**src/shared/npi_pkg.sv**
```systemverilog
/*
  Shared constants for the nested priority interrupt controller: register
  offsets, field positions, reset values, source count and timing counts.
  Assumes a 32-bit classic Wishbone slave with byte addresses.
*/
package npi_pkg;

  // sources and levels
  localparam int unsigned NUM_SRC    = 8;
  localparam int unsigned KEY_SRC    = 7;  // key detector feeds this source
  localparam int unsigned LVL_W      = 3;
  localparam int unsigned NUM_LVL    = 8;
  localparam int unsigned NUM_KEY    = 8;

  // register map (byte addresses)
  localparam logic [31:0] ICR_BASE   = 32'hFFFFF100;  // 8 words, one per source
  localparam logic [31:0] STAT_ADDR  = 32'hFFFFF1F0;
  localparam logic [31:0] KEY_ADDR   = 32'hFFFFF300;

  // interrupt control register fields
  localparam int unsigned ICR_FLAG   = 7;
  localparam int unsigned ICR_MASK   = 6;
  localparam int unsigned ICR_PRIO_L = 0;
  localparam int unsigned ICR_PRIO_H = 2;

  // status register fields
  localparam int unsigned STAT_ISV_L = 0;
  localparam int unsigned STAT_ISV_H = 7;
  localparam int unsigned STAT_NMI   = 8;
  localparam int unsigned STAT_VALID = 9;
  localparam int unsigned STAT_BLOCK = 10;

  // reset values
  localparam logic             MASK_RST = 1'b1;
  localparam logic [2:0]       PRIO_RST = 3'h7;
  localparam logic [7:0]       KEY_RST  = 8'h00;
  localparam logic [7:0]       ISV_RST  = 8'h00;

  // timing: least response time, in clocks, and derived cycle counts
  localparam int unsigned RESP_CLK   = 4;
  localparam int unsigned RESP_CYC   = RESP_CLK;
  localparam logic [2:0]  AGE_READY  = 3'(RESP_CYC - 1);
  localparam logic [3:0]  LVL_NONE   = 4'h8;  // nothing in service

endpackage

```
**src/npi_key_detect.sv**
```systemverilog
/*
  Eight-input key detector: synchronises the key input pins and pulses a
  single request when the AND of all enabled pins falls.
  Assumes key pins are asynchronous to ref_clk.
*/
`timescale 1ns/1ns
module npi_key_detect (
  // clock and reset
  input  wire logic       ref_clk,
  input  wire logic       rst,
  input  wire logic       ce,
  // pins and enables
  input  wire logic [7:0] keyInputPin,
  input  wire logic [7:0] keyEnable,
  // request out
  output logic            keyPulse
);

  logic [7:0] keySync1_q;
  logic [7:0] keySync2_q;
  logic       allHigh_q;
  wire  logic allHighNow;

  // a disabled pin reads as high, so it never holds the gate low
  assign allHighNow = &(keySync2_q | ~keyEnable);
  assign keyPulse   = allHigh_q & ~allHighNow;

  // two-stage synchroniser, then the previous gate level
  always_ff @(posedge ref_clk) begin
    if (rst) begin
      keySync1_q <= 8'hFF;
      keySync2_q <= 8'hFF;
      allHigh_q  <= 1'b1;
    end else if (ce) begin
      keySync1_q <= keyInputPin;
      keySync2_q <= keySync1_q;
      allHigh_q  <= allHighNow;
    end
  end

endmodule

```
**src/npi_prio_select.sv**
```systemverilog
/*
  Combinational priority picker: among eligible sources returns the one
  with the numerically lowest level, lowest index first on a tie.
  Assumes levels are packed three bits per source.
*/
`timescale 1ns/1ns
module npi_prio_select (
  // candidates
  input  wire logic [7:0]  eligible,
  input  wire logic [23:0] levels,
  // winner
  output logic             found,
  output logic [2:0]       winIdx,
  output logic [2:0]       winLvl
);

  // scan downward so a lower index with an equal level overwrites
  always_comb begin
    found  = 1'b0;
    winIdx = 3'h0;
    winLvl = 3'h7;
    for (int i = npi_pkg::NUM_SRC - 1; i >= 0; i--) begin
      if (eligible[i] && (!found || levels[i*3 +: 3] <= winLvl)) begin
        found  = 1'b1;
        winIdx = 3'(i);
        winLvl = levels[i*3 +: 3];
      end
    end
  end

endmodule

```
**src/npi_irq_ctrl.sv**
```systemverilog
/*
  Nested priority interrupt controller with a key-return request source.
  Holds per-source control registers, tracks the levels in service and
  the non-maskable window, and offers one request at a time to the CPU.
  Assumes a classic Wishbone master on ref_clk, CPU strobes on ref_clk,
  and peripheral request pulses on ref_clk; key pins are asynchronous.
*/
// Overview of operation
// - A strictly higher level preempts the running maskable routine.
// - Equal or lower level than the one in service stays pending.
// - Nested acknowledge only while the interrupt disable flag is 0.
// - Each source has a 3-bit level; 0 highest, 7 lowest.
// - Reset leaves every source masked at level 7.
// - A suspended routine resumes only after the higher one returns.
// - A pending request is taken only after the current return.
// - During a non-maskable routine no maskable request is acknowledged.
// - A request is offered no sooner than 4 clocks after it arrives.
// - Standby, bus or register accesses may delay the response.
// - Nothing is acknowledged between a non-sample instruction and next.
// - Interrupt, mask, power and protection writes are non-sample.
// - Falling edge on an enabled key pin raises the key request.
// - With any enabled key pin low, other falling edges are ignored.
// - Key enable register: eight bits, 1 enables, resets to zero.
`timescale 1ns/1ns
module npi_irq_ctrl (
  // clock, reset, enable
  input  wire logic        ref_clk,
  input  wire logic        rst,
  input  wire logic        ce,
  // wishbone slave
  input  wire logic        wb_cyc_i,
  input  wire logic        wb_stb_i,
  input  wire logic        wb_we_i,
  input  wire logic [31:0] wb_adr_i,
  input  wire logic [3:0]  wb_sel_i,
  input  wire logic [31:0] wb_dat_i,
  output logic      [31:0] wb_dat_o,
  output logic             wb_ack_o,
  // request sources
  input  wire logic [6:0]  irqSource,
  input  wire logic [7:0]  keyInputPin,
  // cpu side
  input  wire logic        interruptDisableFlag,
  input  wire logic        cpuAccept,
  input  wire logic        returnFromInterrupt,
  input  wire logic        nmiEnter,
  input  wire logic        nonSampleInstr,
  input  wire logic        instrDone,
  input  wire logic        responseStall,
  output logic             irqValid,
  output logic      [2:0]  irqCode,
  output logic      [2:0]  irqLevel
);

  // control registers
  logic [7:0]  flag_q;
  logic [7:0]  mask_q;
  logic [2:0]  prio_q [8];
  logic [2:0]  age_q  [8];
  logic [7:0]  keyReturnEnable_q;
  logic [7:0]  inService_q;
  logic        nmiActive_q;
  logic        block_q;
  logic        irqValid_q;
  logic [2:0]  irqCode_q;
  logic [2:0]  irqLevel_q;
  logic        ack_q;
  logic [31:0] datOut_q;

  // bus decode
  wire logic        busReq;
  wire logic        busWrite;
  wire logic        hitIcr;
  wire logic        hitStat;
  wire logic        hitKey;
  wire logic [2:0]  icrIdx;
  wire logic        lane0;
  wire logic [31:0] readWord;
  wire logic [31:0] icrWord [8];

  assign busReq   = wb_cyc_i & wb_stb_i;
  // a write lands on the edge where the master samples ack
  assign busWrite = busReq & ack_q & wb_we_i;
  assign icrIdx   = wb_adr_i[4:2];
  assign lane0    = wb_sel_i[0];
  assign hitIcr   = (wb_adr_i[31:5] == npi_pkg::ICR_BASE[31:5])
                    && (wb_adr_i[1:0] == 2'b00);
  assign hitStat  = (wb_adr_i == npi_pkg::STAT_ADDR);
  assign hitKey   = (wb_adr_i == npi_pkg::KEY_ADDR);

  // read selection; unmapped addresses read as zero
  assign readWord = hitIcr  ? icrWord[icrIdx] :
                    hitStat ? {21'h000000, block_q, irqValid_q, nmiActive_q,
                               inService_q} :
                    hitKey  ? {24'h000000, keyReturnEnable_q} :
                              32'h00000000;

  // key detector and its request
  wire logic keyPulse;

  npi_key_detect u_key (
    .ref_clk     (ref_clk),
    .rst         (rst),
    .ce          (ce),
    .keyInputPin (keyInputPin),
    .keyEnable   (keyReturnEnable_q),
    .keyPulse    (keyPulse)
  );

  wire logic [7:0] srcPulse;

  assign srcPulse = {keyPulse, irqSource};

  // per-source eligibility and packed levels
  wire logic [7:0]  eligible;
  wire logic [23:0] levelsPacked;
  wire logic [7:0]  swWr;
  wire logic [7:0]  accClr;

  genvar g;
  generate
    for (g = 0; g < npi_pkg::NUM_SRC; g++) begin : gSrc
      assign icrWord[g] = {24'h000000, flag_q[g], mask_q[g], 3'b000,
                           prio_q[g]};
      assign levelsPacked[g*3 +: 3] = prio_q[g];
      // a request is offered only once it has aged enough
      assign eligible[g] = flag_q[g] & ~mask_q[g]
                           & (age_q[g] == npi_pkg::AGE_READY);
      assign swWr[g]   = busWrite & hitIcr & lane0 & (icrIdx == 3'(g));
      assign accClr[g] = cpuAccept & irqValid_q & (irqCode_q == 3'(g));

      // flag: a new request wins over any clear in the same cycle
      always_ff @(posedge ref_clk) begin
        if (rst) begin
          flag_q[g] <= 1'b0;
          mask_q[g] <= npi_pkg::MASK_RST;
          prio_q[g] <= npi_pkg::PRIO_RST;
        end else if (ce) begin
          if (srcPulse[g]) begin
            flag_q[g] <= 1'b1;
          end else if (swWr[g]) begin
            flag_q[g] <= wb_dat_i[npi_pkg::ICR_FLAG];
          end else if (accClr[g]) begin
            flag_q[g] <= 1'b0;
          end
          if (swWr[g]) begin
            mask_q[g] <= wb_dat_i[npi_pkg::ICR_MASK];
            prio_q[g] <= wb_dat_i[npi_pkg::ICR_PRIO_H:npi_pkg::ICR_PRIO_L];
          end
        end
      end

      // age since the flag rose, saturating at the ready count
      always_ff @(posedge ref_clk) begin
        if (rst) begin
          age_q[g] <= 3'h0;
        end else if (ce) begin
          if (!flag_q[g] || srcPulse[g]) begin
            age_q[g] <= 3'h0;
          end else if (age_q[g] != npi_pkg::AGE_READY) begin
            age_q[g] <= age_q[g] + 3'h1;
          end
        end
      end
    end
  endgenerate

  // winner among eligible sources
  wire logic       found;
  wire logic [2:0] winIdx;
  wire logic [2:0] winLvl;

  npi_prio_select u_sel (
    .eligible (eligible),
    .levels   (levelsPacked),
    .found    (found),
    .winIdx   (winIdx),
    .winLvl   (winLvl)
  );

  // level now in service: lowest set bit, or none
  logic [3:0] curLevel;

  always_comb begin
    curLevel = npi_pkg::LVL_NONE;
    for (int i = npi_pkg::NUM_LVL - 1; i >= 0; i--) begin
      if (inService_q[i]) begin
        curLevel = 4'(i);
      end
    end
  end

  // register writes that must hold off sampling for one instruction
  wire logic regNonSample;

  assign regNonSample = busWrite
                        & ((hitIcr & lane0) | (hitKey & lane0));

  // offer gate: strictly higher level, enabled, no nmi, no blocking window
  wire logic higher;
  wire logic offerOk;

  assign higher  = ({1'b0, winLvl} < curLevel);
  // equal or lower levels simply fail the compare and stay pending
  assign offerOk = found & higher
                   & ~interruptDisableFlag
                   & ~nmiActive_q
                   & ~block_q & ~nonSampleInstr & ~regNonSample
                   & ~responseStall;

  // return clears the highest-priority level in service, or the nmi
  wire logic [7:0] retClear;
  wire logic       retMask;

  assign retMask  = returnFromInterrupt & ~nmiActive_q;
  assign retClear = retMask ? (inService_q & (~inService_q + 8'h01))
                            : 8'h00;

  // in-service levels: accept sets, return clears
  always_ff @(posedge ref_clk) begin
    if (rst) begin
      inService_q <= npi_pkg::ISV_RST;
    end else if (ce) begin
      if (cpuAccept && irqValid_q) begin
        inService_q <= (inService_q & ~retClear)
                       | (8'h01 << irqLevel_q);
      end else begin
        inService_q <= inService_q & ~retClear;
      end
    end
  end

  // non-maskable window from entry until its own return
  always_ff @(posedge ref_clk) begin
    if (rst) begin
      nmiActive_q <= 1'b0;
    end else if (ce) begin
      if (nmiEnter) begin
        nmiActive_q <= 1'b1;
      end else if (returnFromInterrupt) begin
        nmiActive_q <= 1'b0;
      end
    end
  end

  // sampling gap: closes when the following instruction completes
  always_ff @(posedge ref_clk) begin
    if (rst) begin
      block_q <= 1'b0;
    end else if (ce) begin
      if (nonSampleInstr || regNonSample) begin
        block_q <= 1'b1;
      end else if (instrDone) begin
        block_q <= 1'b0;
      end
    end
  end

  // offer to the cpu; dropped in the cycle after it is accepted
  always_ff @(posedge ref_clk) begin
    if (rst) begin
      irqValid_q <= 1'b0;
      irqCode_q  <= 3'h0;
      irqLevel_q <= npi_pkg::PRIO_RST;
    end else if (ce) begin
      irqValid_q <= offerOk & ~(cpuAccept & irqValid_q);
      if (offerOk) begin
        irqCode_q  <= winIdx;
        irqLevel_q <= winLvl;
      end
    end
  end

  // key enable register, byte lane 0 only
  always_ff @(posedge ref_clk) begin
    if (rst) begin
      keyReturnEnable_q <= npi_pkg::KEY_RST;
    end else if (ce) begin
      if (busWrite && hitKey && lane0) begin
        keyReturnEnable_q <= wb_dat_i[7:0];
      end
    end
  end

  // bus answer one cycle after request; unmapped still acked with zero
  always_ff @(posedge ref_clk) begin
    if (rst) begin
      ack_q    <= 1'b0;
      datOut_q <= 32'h00000000;
    end else if (ce) begin
      ack_q <= busReq & ~ack_q;
      if (busReq && !ack_q) begin
        datOut_q <= readWord;
      end
    end
  end

  // outputs straight from flip-flops
  assign wb_ack_o = ack_q;
  assign wb_dat_o = datOut_q;
  assign irqValid = irqValid_q;
  assign irqCode  = irqCode_q;
  assign irqLevel = irqLevel_q;

endmodule

```
**config.mk**
```make
export PLATFORM = sky130hd
export DESIGN_NAME = npi_irq_ctrl
export DESIGN_NICKNAME = d
export VERILOG_FILES = /design/src/shared/npi_pkg.sv /design/src/npi_key_detect.sv /design/src/npi_prio_select.sv /design/src/npi_irq_ctrl.sv
export SDC_FILE = /design/constraint.sdc
export NUM_CORES = 1
export LEC_CHECK = 0
export BUFFER_PORTS_ARGS = -buffer_cell sky130_fd_sc_hd__buf_2
export CORE_ASPECT_RATIO = 1.2
export CORE_MARGIN = 2
export CORE_UTILIZATION = 50
export DETAILED_ROUTE_END_ITERATION = 8
export MAX_ROUTING_LAYER = met4
export PLACE_DENSITY_LB_ADDON = 0.2
export SLEW_MARGIN = 15
export SYNTH_ARGS = -nofsm -noshare
export SYNTH_HDL_FRONTEND = slang
export SYNTH_SLANG_ARGS = --single-unit
```
**constraint.sdc**
```tcl
create_clock -name ref_clk -period 18.7 [get_ports ref_clk]
set_input_delay 3.74 -clock ref_clk [delete_from_list [all_inputs] [get_ports ref_clk]]
set_output_delay 3.74 -clock ref_clk [all_outputs]
set_load 0.005 [all_outputs]
```
# Yosys cells after proc, flatten, opt, wreduce, memory -nomap -nowiden
# Memories as Yosys holds them, arrays and structs flattened.
# Cells that the tools add are included.
[word_totals] ff_bits=91 output_inout_bits=40 word_cells=461 mem_count=2 ramBits=48 inputBits=96
[memory_table] name="age_q" depth=8 word_bits=3 rd=8 rd_ports_with_merged_regs=0 write_ports=8 line="npi_irq_ctrl.sv:59" rtl="logic [2:0] age_q [8];"
[memory_table] name="prio_q" depth=8 word_bits=3 rd=8 rd_ports_with_merged_regs=0 write_ports=8 line="npi_irq_ctrl.sv:58" rtl="logic [2:0] prio_q [8];"
[classes] bitwise_logic=102 magnitude_cmp=9 n_reduce_logical=79 addsub=9 shift=1 n_eq_ne=33 n_mux=198
[ops] operator="$mux W1" count=142
[ops] operator="$mux W3" count=40
[ops] operator="$bmux W32 S3" count=1
[ops] operator="$mux W32" count=3
[ops] operator="$eq A32 B32 Y1 const B" count=2
[ops] operator="$and A1 B1 Y1" count=52
[ops] operator="$reduce_and A2 Y1" count=21
[ops] operator="$eq A3 B2 Y1 const B" count=12
[ops] operator="$mux W4" count=8
[ops] operator="$eq A27 B27 Y1 const B" count=1
[ops] operator="$or A1 B1 Y1" count=25
[ops] operator="$add A3 B1 Y3 const B" count=8
[ops] operator="$eq A3 B3 Y1 const B" count=8
[ops] operator="$mux W8" count=3
[ops] operator="$ne A3 B2 Y1 const B" count=8
[ops] operator="$not A8 Y8" count=3
[ops] operator="$reduce_bool A3 Y1" count=8
[ops] operator="$le A3 B3 Y1" count=7
[ops] operator="$not A1 Y1" count=17
[ops] operator="$and A8 B8 Y8" count=2
[ops] operator="$logic_not A1 Y1" count=16
[ops] operator="$logic_or A1 B1 Y1" count=16
[ops] operator="$or A8 B8 Y8" count=2
[ops] operator="$logic_and A1 B1 Y1" count=12
[ops] operator="11 further kinds" count=14

# Depth between registers and ports, before layout
# Gate-level depths: netlist of the first run.
[depth] word_depth=41 mapped_depth=62 depth_no_buf=60

# By module
# A second synthesis of the first run with hierarchy kept.
[unflattened] cells_unflattened=757 hier_area_um2=7140.6
[by_module_without_submodules] mod="npi_irq_ctrl" cells_per_inst=547 instances=1 seq_area_each_um2=2502.4 area_per_inst_um2=5397.7
[by_module_without_submodules] mod="npi_prio_select" cells_per_inst=143 instances=1 seq_area_each_um2=0.0 area_per_inst_um2=1041.0
[by_module_without_submodules] mod="npi_key_detect" cells_per_inst=67 instances=1 seq_area_each_um2=340.3 area_per_inst_um2=701.9

# Worst setup path after synthesis of the first run
# OpenSTA, ideal clock, no wires.
[synth_path] path_kind="register -> register" from="memory age_q[7][0] (netlist: age_q[1][9])" to="register irqLevel_q[0] (netlist: irqLevel[0])" required_ps=18580 stages_incl_launch_ff=58 setup_slack_ps=7667 period_less_slack_ps=11033 t_arrival_ps=10913 setup_time_ps=120 path_buffers=2 cell_sequence="edfxtp_1 > ha_1 > ha_1 > and3b_1 > nand2b_1 > ha_1 > and3_1 > a21oi_1 > o21ai_0 > o22ai_1 > ha_1 > nor2b_1 > o21a_1 > o221ai_1 > and2_1 > clkbuf_1 > nor2_1 > a21oi_1 > [22 not listed] > a31oi_2 > nand2_1 > o21a_1 > ha_1 > nor2b_1 > o21ai_0 > nand2b_1 > a311oi_4 > or2_2 > o21ai_0 > ha_1 > a211oi_1 > o21ai_0 > a211oi_1 > o21a_1 > buf_2 > nor3b_1 > a211o_1"
[synth_lines] element="start, declared" line="npi_irq_ctrl.sv:59"
[synth_lines] element="end signal, assigned" line="npi_irq_ctrl.sv:264" rtl="irqLevel_q <= npi_pkg::PRIO_RST;"
[synth_lines] element="end signal, assigned" line="npi_irq_ctrl.sv:269" rtl="irqLevel_q <= winLvl;"
[synth_lines] element="end, declared" line="npi_irq_ctrl.sv:66" rtl="logic [2:0] irqLevel_q;"

==> run metrics, run 1 <==
final slew viol count 0; r2r setup slk 5760 ps; footprint of the multi-input gates 3710 um^2; met2 global-route usage 42.7%; CP Class reg -> reg; worst r2r src age_q[1][9]$_SDFFCE_PN0P_; status finished clean; routed via count 5827; TNS Setup 0 ps; static leakage 3.16 nW; CP endpoint kind register; H-tree Lvls 4; drt via density 5.80; vias in the first global route 5820; GR Util met1 29.3%; Clock power frac 49.9%; Reg area 2840 um^2; Nets 955; most frequent cells in the layout buf_2 (87), nor2_1 (82), dfxtp_1 (70); CTS Buf Count 17; Residual DRC 0; slowest stage delay, CP 470 ps; diode count 0; depth of the most critical reg-to-reg path 54; sequential fraction of the synthesis area 41.0%; Final ANT Viol Nets 0; clk sinks 118; GRT Total Usage 25.0%; Std-Cell Rows 47; max_cap viols 0; Synth Area in Compound Gates 17.6%; Final Cycle Share 69.2%; Max Clock Freq 77.3 MHz; worst hold-check path type reg -> reg; simple-gate portion of the synthesized area 21.6%; cell count after synthesis 743; RSZ-0062 raised after global routing false; internal power 487 uW; chip width 111 um; 1st-pass router iterations 6; Post-synth EDFFs 48; PwrDens 79.6 nW/um^2; fillers 1205; Psw 147 uW; pin count of the biggest net entering global routing 68; Sw Ratio 23.2%; WL per Instance 17.7 um; M3 GR Usage 4.63%; Worst path slowest cell o311ai_0; global route hottest layer met2; layout cell share with drive strength beyond 1 20.3%; initial core utilization 50.8%; global-route wire length before repair 28800 um; half-perimeter wire length after placement 13500 um; Most used DFF post-synth dfxtp_1; Max clock buf depth 2; mux cell area share after synthesis 6.10%; peak supply drop 0.0823 mV; number of library cell types mapped by synthesis 59; Min Clock Period, post-route 12940 ps; post-CTS resize count 0; clk_skew 8.16 ps; largest family of logic cells by synthesized area simple AND/OR/NAND/NOR gates; final hold violations 0; GPL Wtd Cong 0.911; CTS Hold Bufs 0; reg-to-reg critical path endpoint irqLevel[0]$_SDFFE_PP1P_; Post-synth ARST share 0%; Synth-to-Final Area Change 15.0%; commonest non-fill, non-tap cell in the layout buf_2; combinational share of power 6.2%; Post-Synth Adder-Cell Area 7.04%; CP Data Required Time 18990 ps; average size of a mapped cell 9.33 um^2; Data arrival, critical path 13230 ps; Core Region 13600 um^2; DIE HEIGHT 133 um; Root Buffer clkbuf_16; gr ovfl total 0; Reg power frac 43.9%; cell mode on critical path ha_1; IO Count 136; Slew HR 31.6%; initial antenna violation count 0; Syn Std Cell Area 6930 um^2; Post-Synth XOR/XNOR Area 0%; Reg clk slew, reported paths 60 ps; IO Port Bufs 87; Iteration-0 DRC Markers 412; post-CTS setup buffer count 0; final hold slack 451 ps; CTS tree built; Worst setup SP type register; worst-path fanout max 10; Clk Latency, worst-skew pair 410 ps; worst slew pin tran 1020 ps; total routed wirelength 17800 um; full die area 14800 um^2; min-delay src u_key.keySync1_q[7]$_SDFFE_PP1P_; hold depth 1; synth warn 0; Hold EP u_key.keySync2_q[7]$_SDFFE_PP1P_; Final Setup Violations 0; Yosys reg bits 118
-- final cells by class --
type | count | area share [%]
clock inverters | 15 | 1.93
clock buffers | 17 | 5.34
multi-input cells | 547 | 46.5
inverters | 47 | 2.21
flip-flops and latches | 118 | 35.7
well taps | 171 | 2.68
repair buffers | 89 | 5.65
-- stage by stage --
| stage | cells | cell area (um^2) | total power, mW | setup slack [ps] | util, % |
|---|---|---|---|---|---|
| 3_5_place_dp | 972 | 7390 | 0.323 | 5890 | 54.2 |
| 5_1_grt | 1004 | 7970 | 0.654 | 4600 | 58.4 |
| 6_report | 1004 | 7970 | 0.635 | 5760 | 58.4 |
| 2_1_floorplan | 763 | 7010 | 0.311 | 7670 | - |
| 4_1_cts | 1004 | 7970 | 0.638 | 5830 | 58.4 |
| 3_3_place_gp | 972 | 7390 | 0.321 | 6150 | 54.2 |
-- registers in the layout, indices dropped and copies added, names as in the netlist, 3 cells and up --
| register | count |
|---|---|
| u_key.keySync1_q | 8 |
| flag_q | 8 |
| keyReturnEnable_q | 8 |
| icrWord | 8 |
| irqCode | 3 |
| age_q | 24 |
| u_key.keySync2_q | 8 |
| wb_dat_o | 11 |
| prio_q | 24 |
| irqLevel | 3 |
| inService_q | 8 |
-- worst max-delay path by stage --
stage,startpoint,cells past startpoint,endpoint
after floorplan,age_q[1][9]$_SDFFCE_PN0P_,57,irqLevel[0]$_SDFFE_PP1P_
after global placement,age_q[1][9]$_SDFFCE_PN0P_,54,irqLevel[0]$_SDFFE_PP1P_
after detailed placement,age_q[1][9]$_SDFFCE_PN0P_,54,irqLevel[0]$_SDFFE_PP1P_
after CTS,age_q[1][9]$_SDFFCE_PN0P_,54,irqLevel[0]$_SDFFE_PP1P_
after global routing,age_q[1][9]$_SDFFCE_PN0P_,54,irqLevel[0]$_SDFFE_PP1P_
final,age_q[1][9]$_SDFFCE_PN0P_,54,irqLevel[0]$_SDFFE_PP1P_
-- cells in the mapped netlist (19+ instances only) --
| cell | number | share of area (%) |
|---|---|---|
| nor2_1 | 82 | 4.4 |
| clkbuf_1 | 21 | 1.1 |
| o21ai_0 | 28 | 2.0 |
| a21oi_1 | 28 | 2.0 |
| edfxtp_1 | 48 | 21 |
| a211o_1 | 26 | 3.3 |
| nand2_1 | 65 | 3.5 |
| or2_2 | 19 | 1.7 |
| dfxtp_1 | 70 | 20 |
| nor2b_1 | 29 | 2.6 |
| ha_1 | 39 | 7.0 |
| buf_4 | 21 | 2.3 |
| inv_1 | 47 | 2.5 |
-- power groups by stage --
stage          logic [mW]  registers, mW  clock network (mW)
6_report           0.0392          0.279               0.317
3_5_place_dp       0.0390          0.284                   0
2_1_floorplan      0.0285          0.282                   0
5_1_grt            0.0436          0.279               0.331
3_3_place_gp       0.0379          0.284                   0
4_1_cts            0.0392          0.279               0.320
-- metal layers --
| metal | vias up | wire (um) |
|---|---|---|
| met5 | - | 0 |
| met2 | 166 | 9100 |
| met3 | 30 | 790 |
| met4 | 0 | 534 |
| li1 | 2812 | - |
| met1 | 2819 | 7340 |
-- kinds of logic (layout without fill, tap and decap cells) --
| family | count (synthesis) | count (layout) |
|---|---|---|
| multiplexers | 29 | 29 |
| other | 1 | 21 |
| flip-flops | 118 | 118 |
| AO/OA/AOI/OAI | 170 | 170 |
| adder cells (fa/ha/maj) | 39 | 39 |
| AND/OR/NAND/NOR | 288 | 288 |
| buffers and inverters | 98 | 168 |
-- worst max-delay path: cells and delay by family, from the launching register on --
kind	cells	cell delay, ps
simple gates	14	2190
buf+inv	1	100
mux	1	380
flops	1	410
fa+ha+maj	10	2650
compound gates	28	7040
Note: power is estimated with default switching activity, not from simulation.
==> run 2, diff against run 1 <==
==> constraint.sdc (replaced) <==
create_clock -name ref_clk -period 10.7 [get_ports ref_clk]
set_input_delay 2.14 -clock ref_clk [delete_from_list [all_inputs] [get_ports ref_clk]]
set_output_delay 2.14 -clock ref_clk [all_outputs]
set_load 0.005 [all_outputs]
==> run metrics, run 2 (synthesis gave the netlist of run 1 again) <==
pin count of the biggest net entering global routing 68 (unchanged); Slew HR 28.7% (-2.9 points); met3 wire len 838 um (+6.1%); Residual DRC 0 (unchanged); slowest stage delay, CP 430 ps (-40 ps); Post-DP Area 7670 um^2 (+3.8%); IO Port Bufs 87 (unchanged); footprint of the multi-input gates 4160 um^2 (+12%); initial core utilization 50.8% (unchanged); CP Data Required Time 11000 ps (-7990 ps); worst-path fanout max 6 (-4); Max clock buf depth 2 (unchanged); CP endpoint kind register; Final ANT Viol Nets 0 (unchanged); CP Class reg -> reg; layout cell share with drive strength beyond 1 32.6% (+12 points); Finished Layout Cells 1069 (+6.5%); DIE HEIGHT 133 um (unchanged); commonest non-fill, non-tap cell in the layout buf_2; Max Clock Freq 94.4 MHz (+22%); Root Buffer clkbuf_16; Clk Latency, worst-skew pair 410 ps (about the same); met1 wire length 7820 um (+6.6%); peak supply drop 0.107 mV (+30%); Power, Total 1.13 mW (+78%); fillers 1137 (-5.6%); Std-Cell Rows 47 (unchanged); PwrDens 126 nW/um^2 (+58%); Placed Instances 1006 (+3.5%); RSZ-0062 raised after global routing true; Core Region 13600 um^2 (unchanged); static leakage 3.60 nW (+14%); most frequent cells in the layout buf_2 (87), nor2_1 (79), dfxtp_1 (70); routed via count 6172 (+5.9%); IO Count 136 (unchanged); Final Setup Violations 0 (unchanged); Reg power frac 43.2% (-0.7 points); full die area 14800 um^2 (unchanged); gr ovfl total 0 (unchanged); CTS Buf Count 17 (unchanged); Synth-to-Final Area Change 29.3%; initial antenna violation count 0 (unchanged); Final Cycle Share 99.0% (+30 points); combinational share of power 6.4% (+0.2 points); Worst path slowest cell edfxtp_1; Reg clk slew, reported paths 50 ps (about the same); status finished clean; H-tree Lvls 4 (unchanged); met2 WL 9860 um (+8.3%); diode count 0 (unchanged); internal power 885 uW (+82%); drt via density 5.77 (-0.52%); half-perimeter wire length after placement 13700 um (+1.9%); 1st-pass router iterations 5 (-1); Data arrival, critical path 10890 ps (-2340 ps); vias in the first global route 6086 (+4.6%); GRT Total Usage 26.1% (+1.1 points); clk sinks 118 (unchanged); Nets 1021 (+6.9%); CTS tree built; final std cell area, no fill 8960 um^2 (+12%); total routed wirelength 19200 um (+8.1%); Clock power frac 50.4% (+0.5 points); GPL Wtd Cong 0.934 (+2.5%); Iteration-0 DRC Markers 444 (+7.8%); clk_skew 7.93 ps (-0.232 ps); Worst setup SP type register; final hold violations 0 (unchanged); Sw Ratio 21.6% (-1.6 points); highest metal used met4; max_cap viols 0 (unchanged); Min Clock Period, post-route 10590 ps (-2340 ps); Psw 244 uW (+65%); WL per Instance 18.0 um (+1.5%); chip width 111 um (unchanged); worst hold-check path type reg -> reg; global-route wire length before repair 30000 um (+4.0%); final slew viol count 0 (unchanged); cell mode on critical path ha_4; worst slew pin tran 1060 ps (+42.4 ps); Reg area 2840 um^2 (unchanged)
[run 2: power groups by stage]
| stage | Combinational [mW] | Clock (mW) | Sequential, mW |
|---|---|---|---|
| 2_1_floorplan | 0.0500 | 0 | 0.493 |
| 5_1_grt | 0.0797 | 0.593 | 0.488 |
| 3_5_place_dp | 0.0690 | 0 | 0.496 |
| 6_report | 0.0718 | 0.569 | 0.487 |
| 4_1_cts | 0.0700 | 0.572 | 0.487 |
| 3_3_place_gp | 0.0667 | 0 | 0.495 |
[run 2: final timing paths]
kind / to / cells after the start / startpoint / slack [ps]
worst min register to register: u_key.keySync2_q[6]$_SDFFE_PP1P_ / 1 / u_key.keySync1_q[6]$_SDFFE_PP1P_ / 450
worst max register to register: irqLevel[0]$_SDFFE_PP1P_ / 58 / age_q[1][9]$_SDFFCE_PN0P_ / 110
worst min-delay path: u_key.keySync2_q[6]$_SDFFE_PP1P_ / 1 / u_key.keySync1_q[6]$_SDFFE_PP1P_ / 450
worst max-delay path: irqLevel[0]$_SDFFE_PP1P_ / 58 / age_q[1][9]$_SDFFCE_PN0P_ / 110
[run 2: cell type report]
cell class	count	share of cell area, %
Timing Repair Buffer	155	10.8
Inverter	47	1.97
Multi-Input combinational cell	547	46.4
Clock inverter	7	1.02
Clock buffer	24	5.63
Sequential cell	118	31.7
Tap cell	171	2.39
[run 2: stage by stage]
step	setup WS [ps]	util, %	hold WS, ps	TNS, ps
detailed placement	-749	56.2	442	-4840
finish	109	65.7	452	0
global placement	-221	56.2	438	-1130
CTS	24.9	62.6	456	0
global route	-394	65.7	468	-2550
floorplan	46.7	-	427	0
[run 2: worst max-delay path: cells and delay by family, from the launching register on]
family                   cells  cell delay (ps)
multiplexers                 1              300
AND/OR/NAND/NOR             16             1900
flip-flops                   1              430
AO/OA/AOI/OAI               28             4860
adder cells (fa/ha/maj)     10             2450
buffers and inverters        3              500
[run 2: timing repair]
item	CTS	global route
endpoints found under the setup margin	7	7
setup buffers	21	13
gates resized for setup	33	69
pin swaps	19	48
endpoints found under the hold margin	0	0
hold buffers	0	0
[run 2: layer usage]
layer  global-route usage, %  vias up
li1                        -     2947
met1                    29.7     2984
met2                    44.2      196
met3                    5.45       45
met4                    12.0        0
met5                       -        -
==> run 3, diff against run 2 <==
==> constraint.sdc (replaced) <==
create_clock -name ref_clk -period 10.5 [get_ports ref_clk]
set_input_delay 2.1 -clock ref_clk [delete_from_list [all_inputs] [get_ports ref_clk]]
set_output_delay 2.1 -clock ref_clk [all_outputs]
set_load 0.005 [all_outputs]
==> run metrics, run 3 (synthesis gave the netlist of run 1 again) <==
initial antenna violation count 0 (unchanged); pin count of the biggest net entering global routing 68 (unchanged); static leakage 3.53 nW (-2.0%); worst slack, placed -755 ps (-6.67 ps); full die area 14800 um^2 (unchanged); hold depth 1 (unchanged); routed via count 6120 (-0.84%); global-route wire length before repair 30400 um (+1.3%); layout cell share with drive strength beyond 1 29.9% (-2.7 points); Worst setup SP type register; Reg clk slew, reported paths 60 ps (about the same); final core utilization 63.9% (-1.8 points); Data arrival, critical path 10930 ps (+40 ps); Final Setup Violations 7 (+7); final slew viol count 0 (unchanged); CP endpoint kind register; commonest non-fill, non-tap cell in the layout buf_2; H-tree Lvls 4 (unchanged); Slew HR 36.7% (+7.9 points); chip width 111 um (unchanged); WL per Instance 18.2 um (+1.0%); Core Region 13600 um^2 (unchanged); Std-Cell Rows 47 (unchanged); most frequent cells in the layout buf_2 (87), nor2_1 (79), dfxtp_1 (70); CP Data Required Time 10800 ps (-200 ps); failing checks negative setup slack; CP Class reg -> reg; Min Clock Period, post-route 10630 ps (+37.1 ps); 1st-pass router iterations 5 (unchanged); slowest stage delay, CP 430 ps (about the same); Residual DRC 0 (unchanged); worst-path fanout max 8 (+2); Iteration-0 DRC Markers 571 (+29%); gr ovfl total 0 (unchanged); peak supply drop 0.150 mV (+40%); Nets 1008 (-1.3%); half-perimeter wire length after placement 14000 um (+1.9%); TNS Setup -695 ps (-695 ps); clk_skew 6.78 ps (-1.14 ps); status finished with violations; GRT Total Usage 26.5% (+0.40 points); IO Port Bufs 87 (unchanged); initial core utilization 50.8% (unchanged); Root Buffer clkbuf_16; RSZ-0062 raised after global routing true; Worst path slowest cell edfxtp_1; Synth-to-Final Area Change 25.8%; CTS Buf Count 17 (unchanged); Clk Latency, worst-skew pair 410 ps (about the same); IO Count 136 (unchanged); CTS tree built; worst hold-check path type reg -> reg; drt via density 5.80 (+0.38%); GPL Wtd Cong 0.866 (-7.3%); vias in the first global route 6120 (+0.56%); final hold violations 0 (unchanged); clk sinks 118 (unchanged); depth of the most critical reg-to-reg path 56 (-3.4%); CTS Hold Bufs 0 (unchanged); DIE HEIGHT 133 um (unchanged); max_cap viols 0 (unchanged); Final Cycle Share 101% (+2.2 points); fin worst setup slack -128 ps (-237 ps); Final ANT Viol Nets 0 (unchanged); PwrDens 131 nW/um^2 (+3.7%); diode count 0 (unchanged); total routed wirelength 19200 um (-0.20%); Max clock buf depth 2 (unchanged); worst slew pin tran 942 ps (-117 ps); Max Clock Freq 94.1 MHz (-0.35%)
## run 3: layout make-up
type / count / area [um^2]
Fill cell: 1110 / 4920
Multi-Input combinational cell: 547 / 4030
Sequential cell: 118 / 2840
Timing Repair Buffer: 142 / 867
Clock buffer: 24 / 524
Tap cell: 171 / 214
Inverter: 47 / 176
Clock inverter: 7 / 65.1
## run 3: where the power goes
group | total [mW] | internal [mW] | leakage [nW] | switching (mW)
sequential | 0.497 | 0.489 | 1.01 | 0.00811
combinational | 0.0738 | 0.0316 | 2.22 | 0.0422
clock | 0.568 | 0.370 | 0.296 | 0.198
## run 3: routing by layer
metal | wire [um] | GRT usage [%] | vias up
met5 | 0 | - | -
li1 | - | - | 2916
met1 | 7790 | 31.7 | 2960
met3 | 870 | 4.17 | 42
met2 | 9970 | 45.1 | 202
met4 | 535 | 10.4 | 0
## run 3: through the flow
| step | instance area, um^2 | std cells | total power, mW | hold slack [ps] |
|---|---|---|---|---|
| 6_report | 8720 | 1056 | 1.14 | 457 |
| 2_1_floorplan | 7040 | 763 | 0.554 | 427 |
| 4_1_cts | 8350 | 1046 | 1.14 | 457 |
| 3_5_place_dp | 7710 | 1011 | 0.577 | 441 |
| 5_1_grt | 8720 | 1056 | 1.17 | 481 |
| 3_3_place_gp | 7710 | 1011 | 0.573 | 435 |
## run 3: timing repair
action                     CTS  global route
pin swaps                    4            39
gates cloned                 0             0
setup endpoints to repair    7             7
buffers inserted             4            10
gates resized for setup      9            67
## run 3: worst max-delay path, delay by kind of cell (launching register included)
family / cells / cell delay (ps)
adder cells (fa/ha/maj): 10 / 2520
buffers and inverters: 1 / 120
multiplexers: 1 / 350
AND/OR/NAND/NOR: 14 / 1910
AO/OA/AOI/OAI: 30 / 5120
flip-flops: 1 / 430
## run 3: worst paths after layout
check                                    from                          endpoint  slack, ps
max reg2reg         age_q[1][9]$_SDFFCE_PN0P_           irqCode[1]$_SDFFE_PP0P_       -130
min reg2reg  u_key.keySync1_q[1]$_SDFFE_PP1P_  u_key.keySync2_q[1]$_SDFFE_PP1P_        460
min          u_key.keySync1_q[1]$_SDFFE_PP1P_  u_key.keySync2_q[1]$_SDFFE_PP1P_        460
max                 age_q[1][9]$_SDFFCE_PN0P_           irqCode[1]$_SDFFE_PP0P_       -130
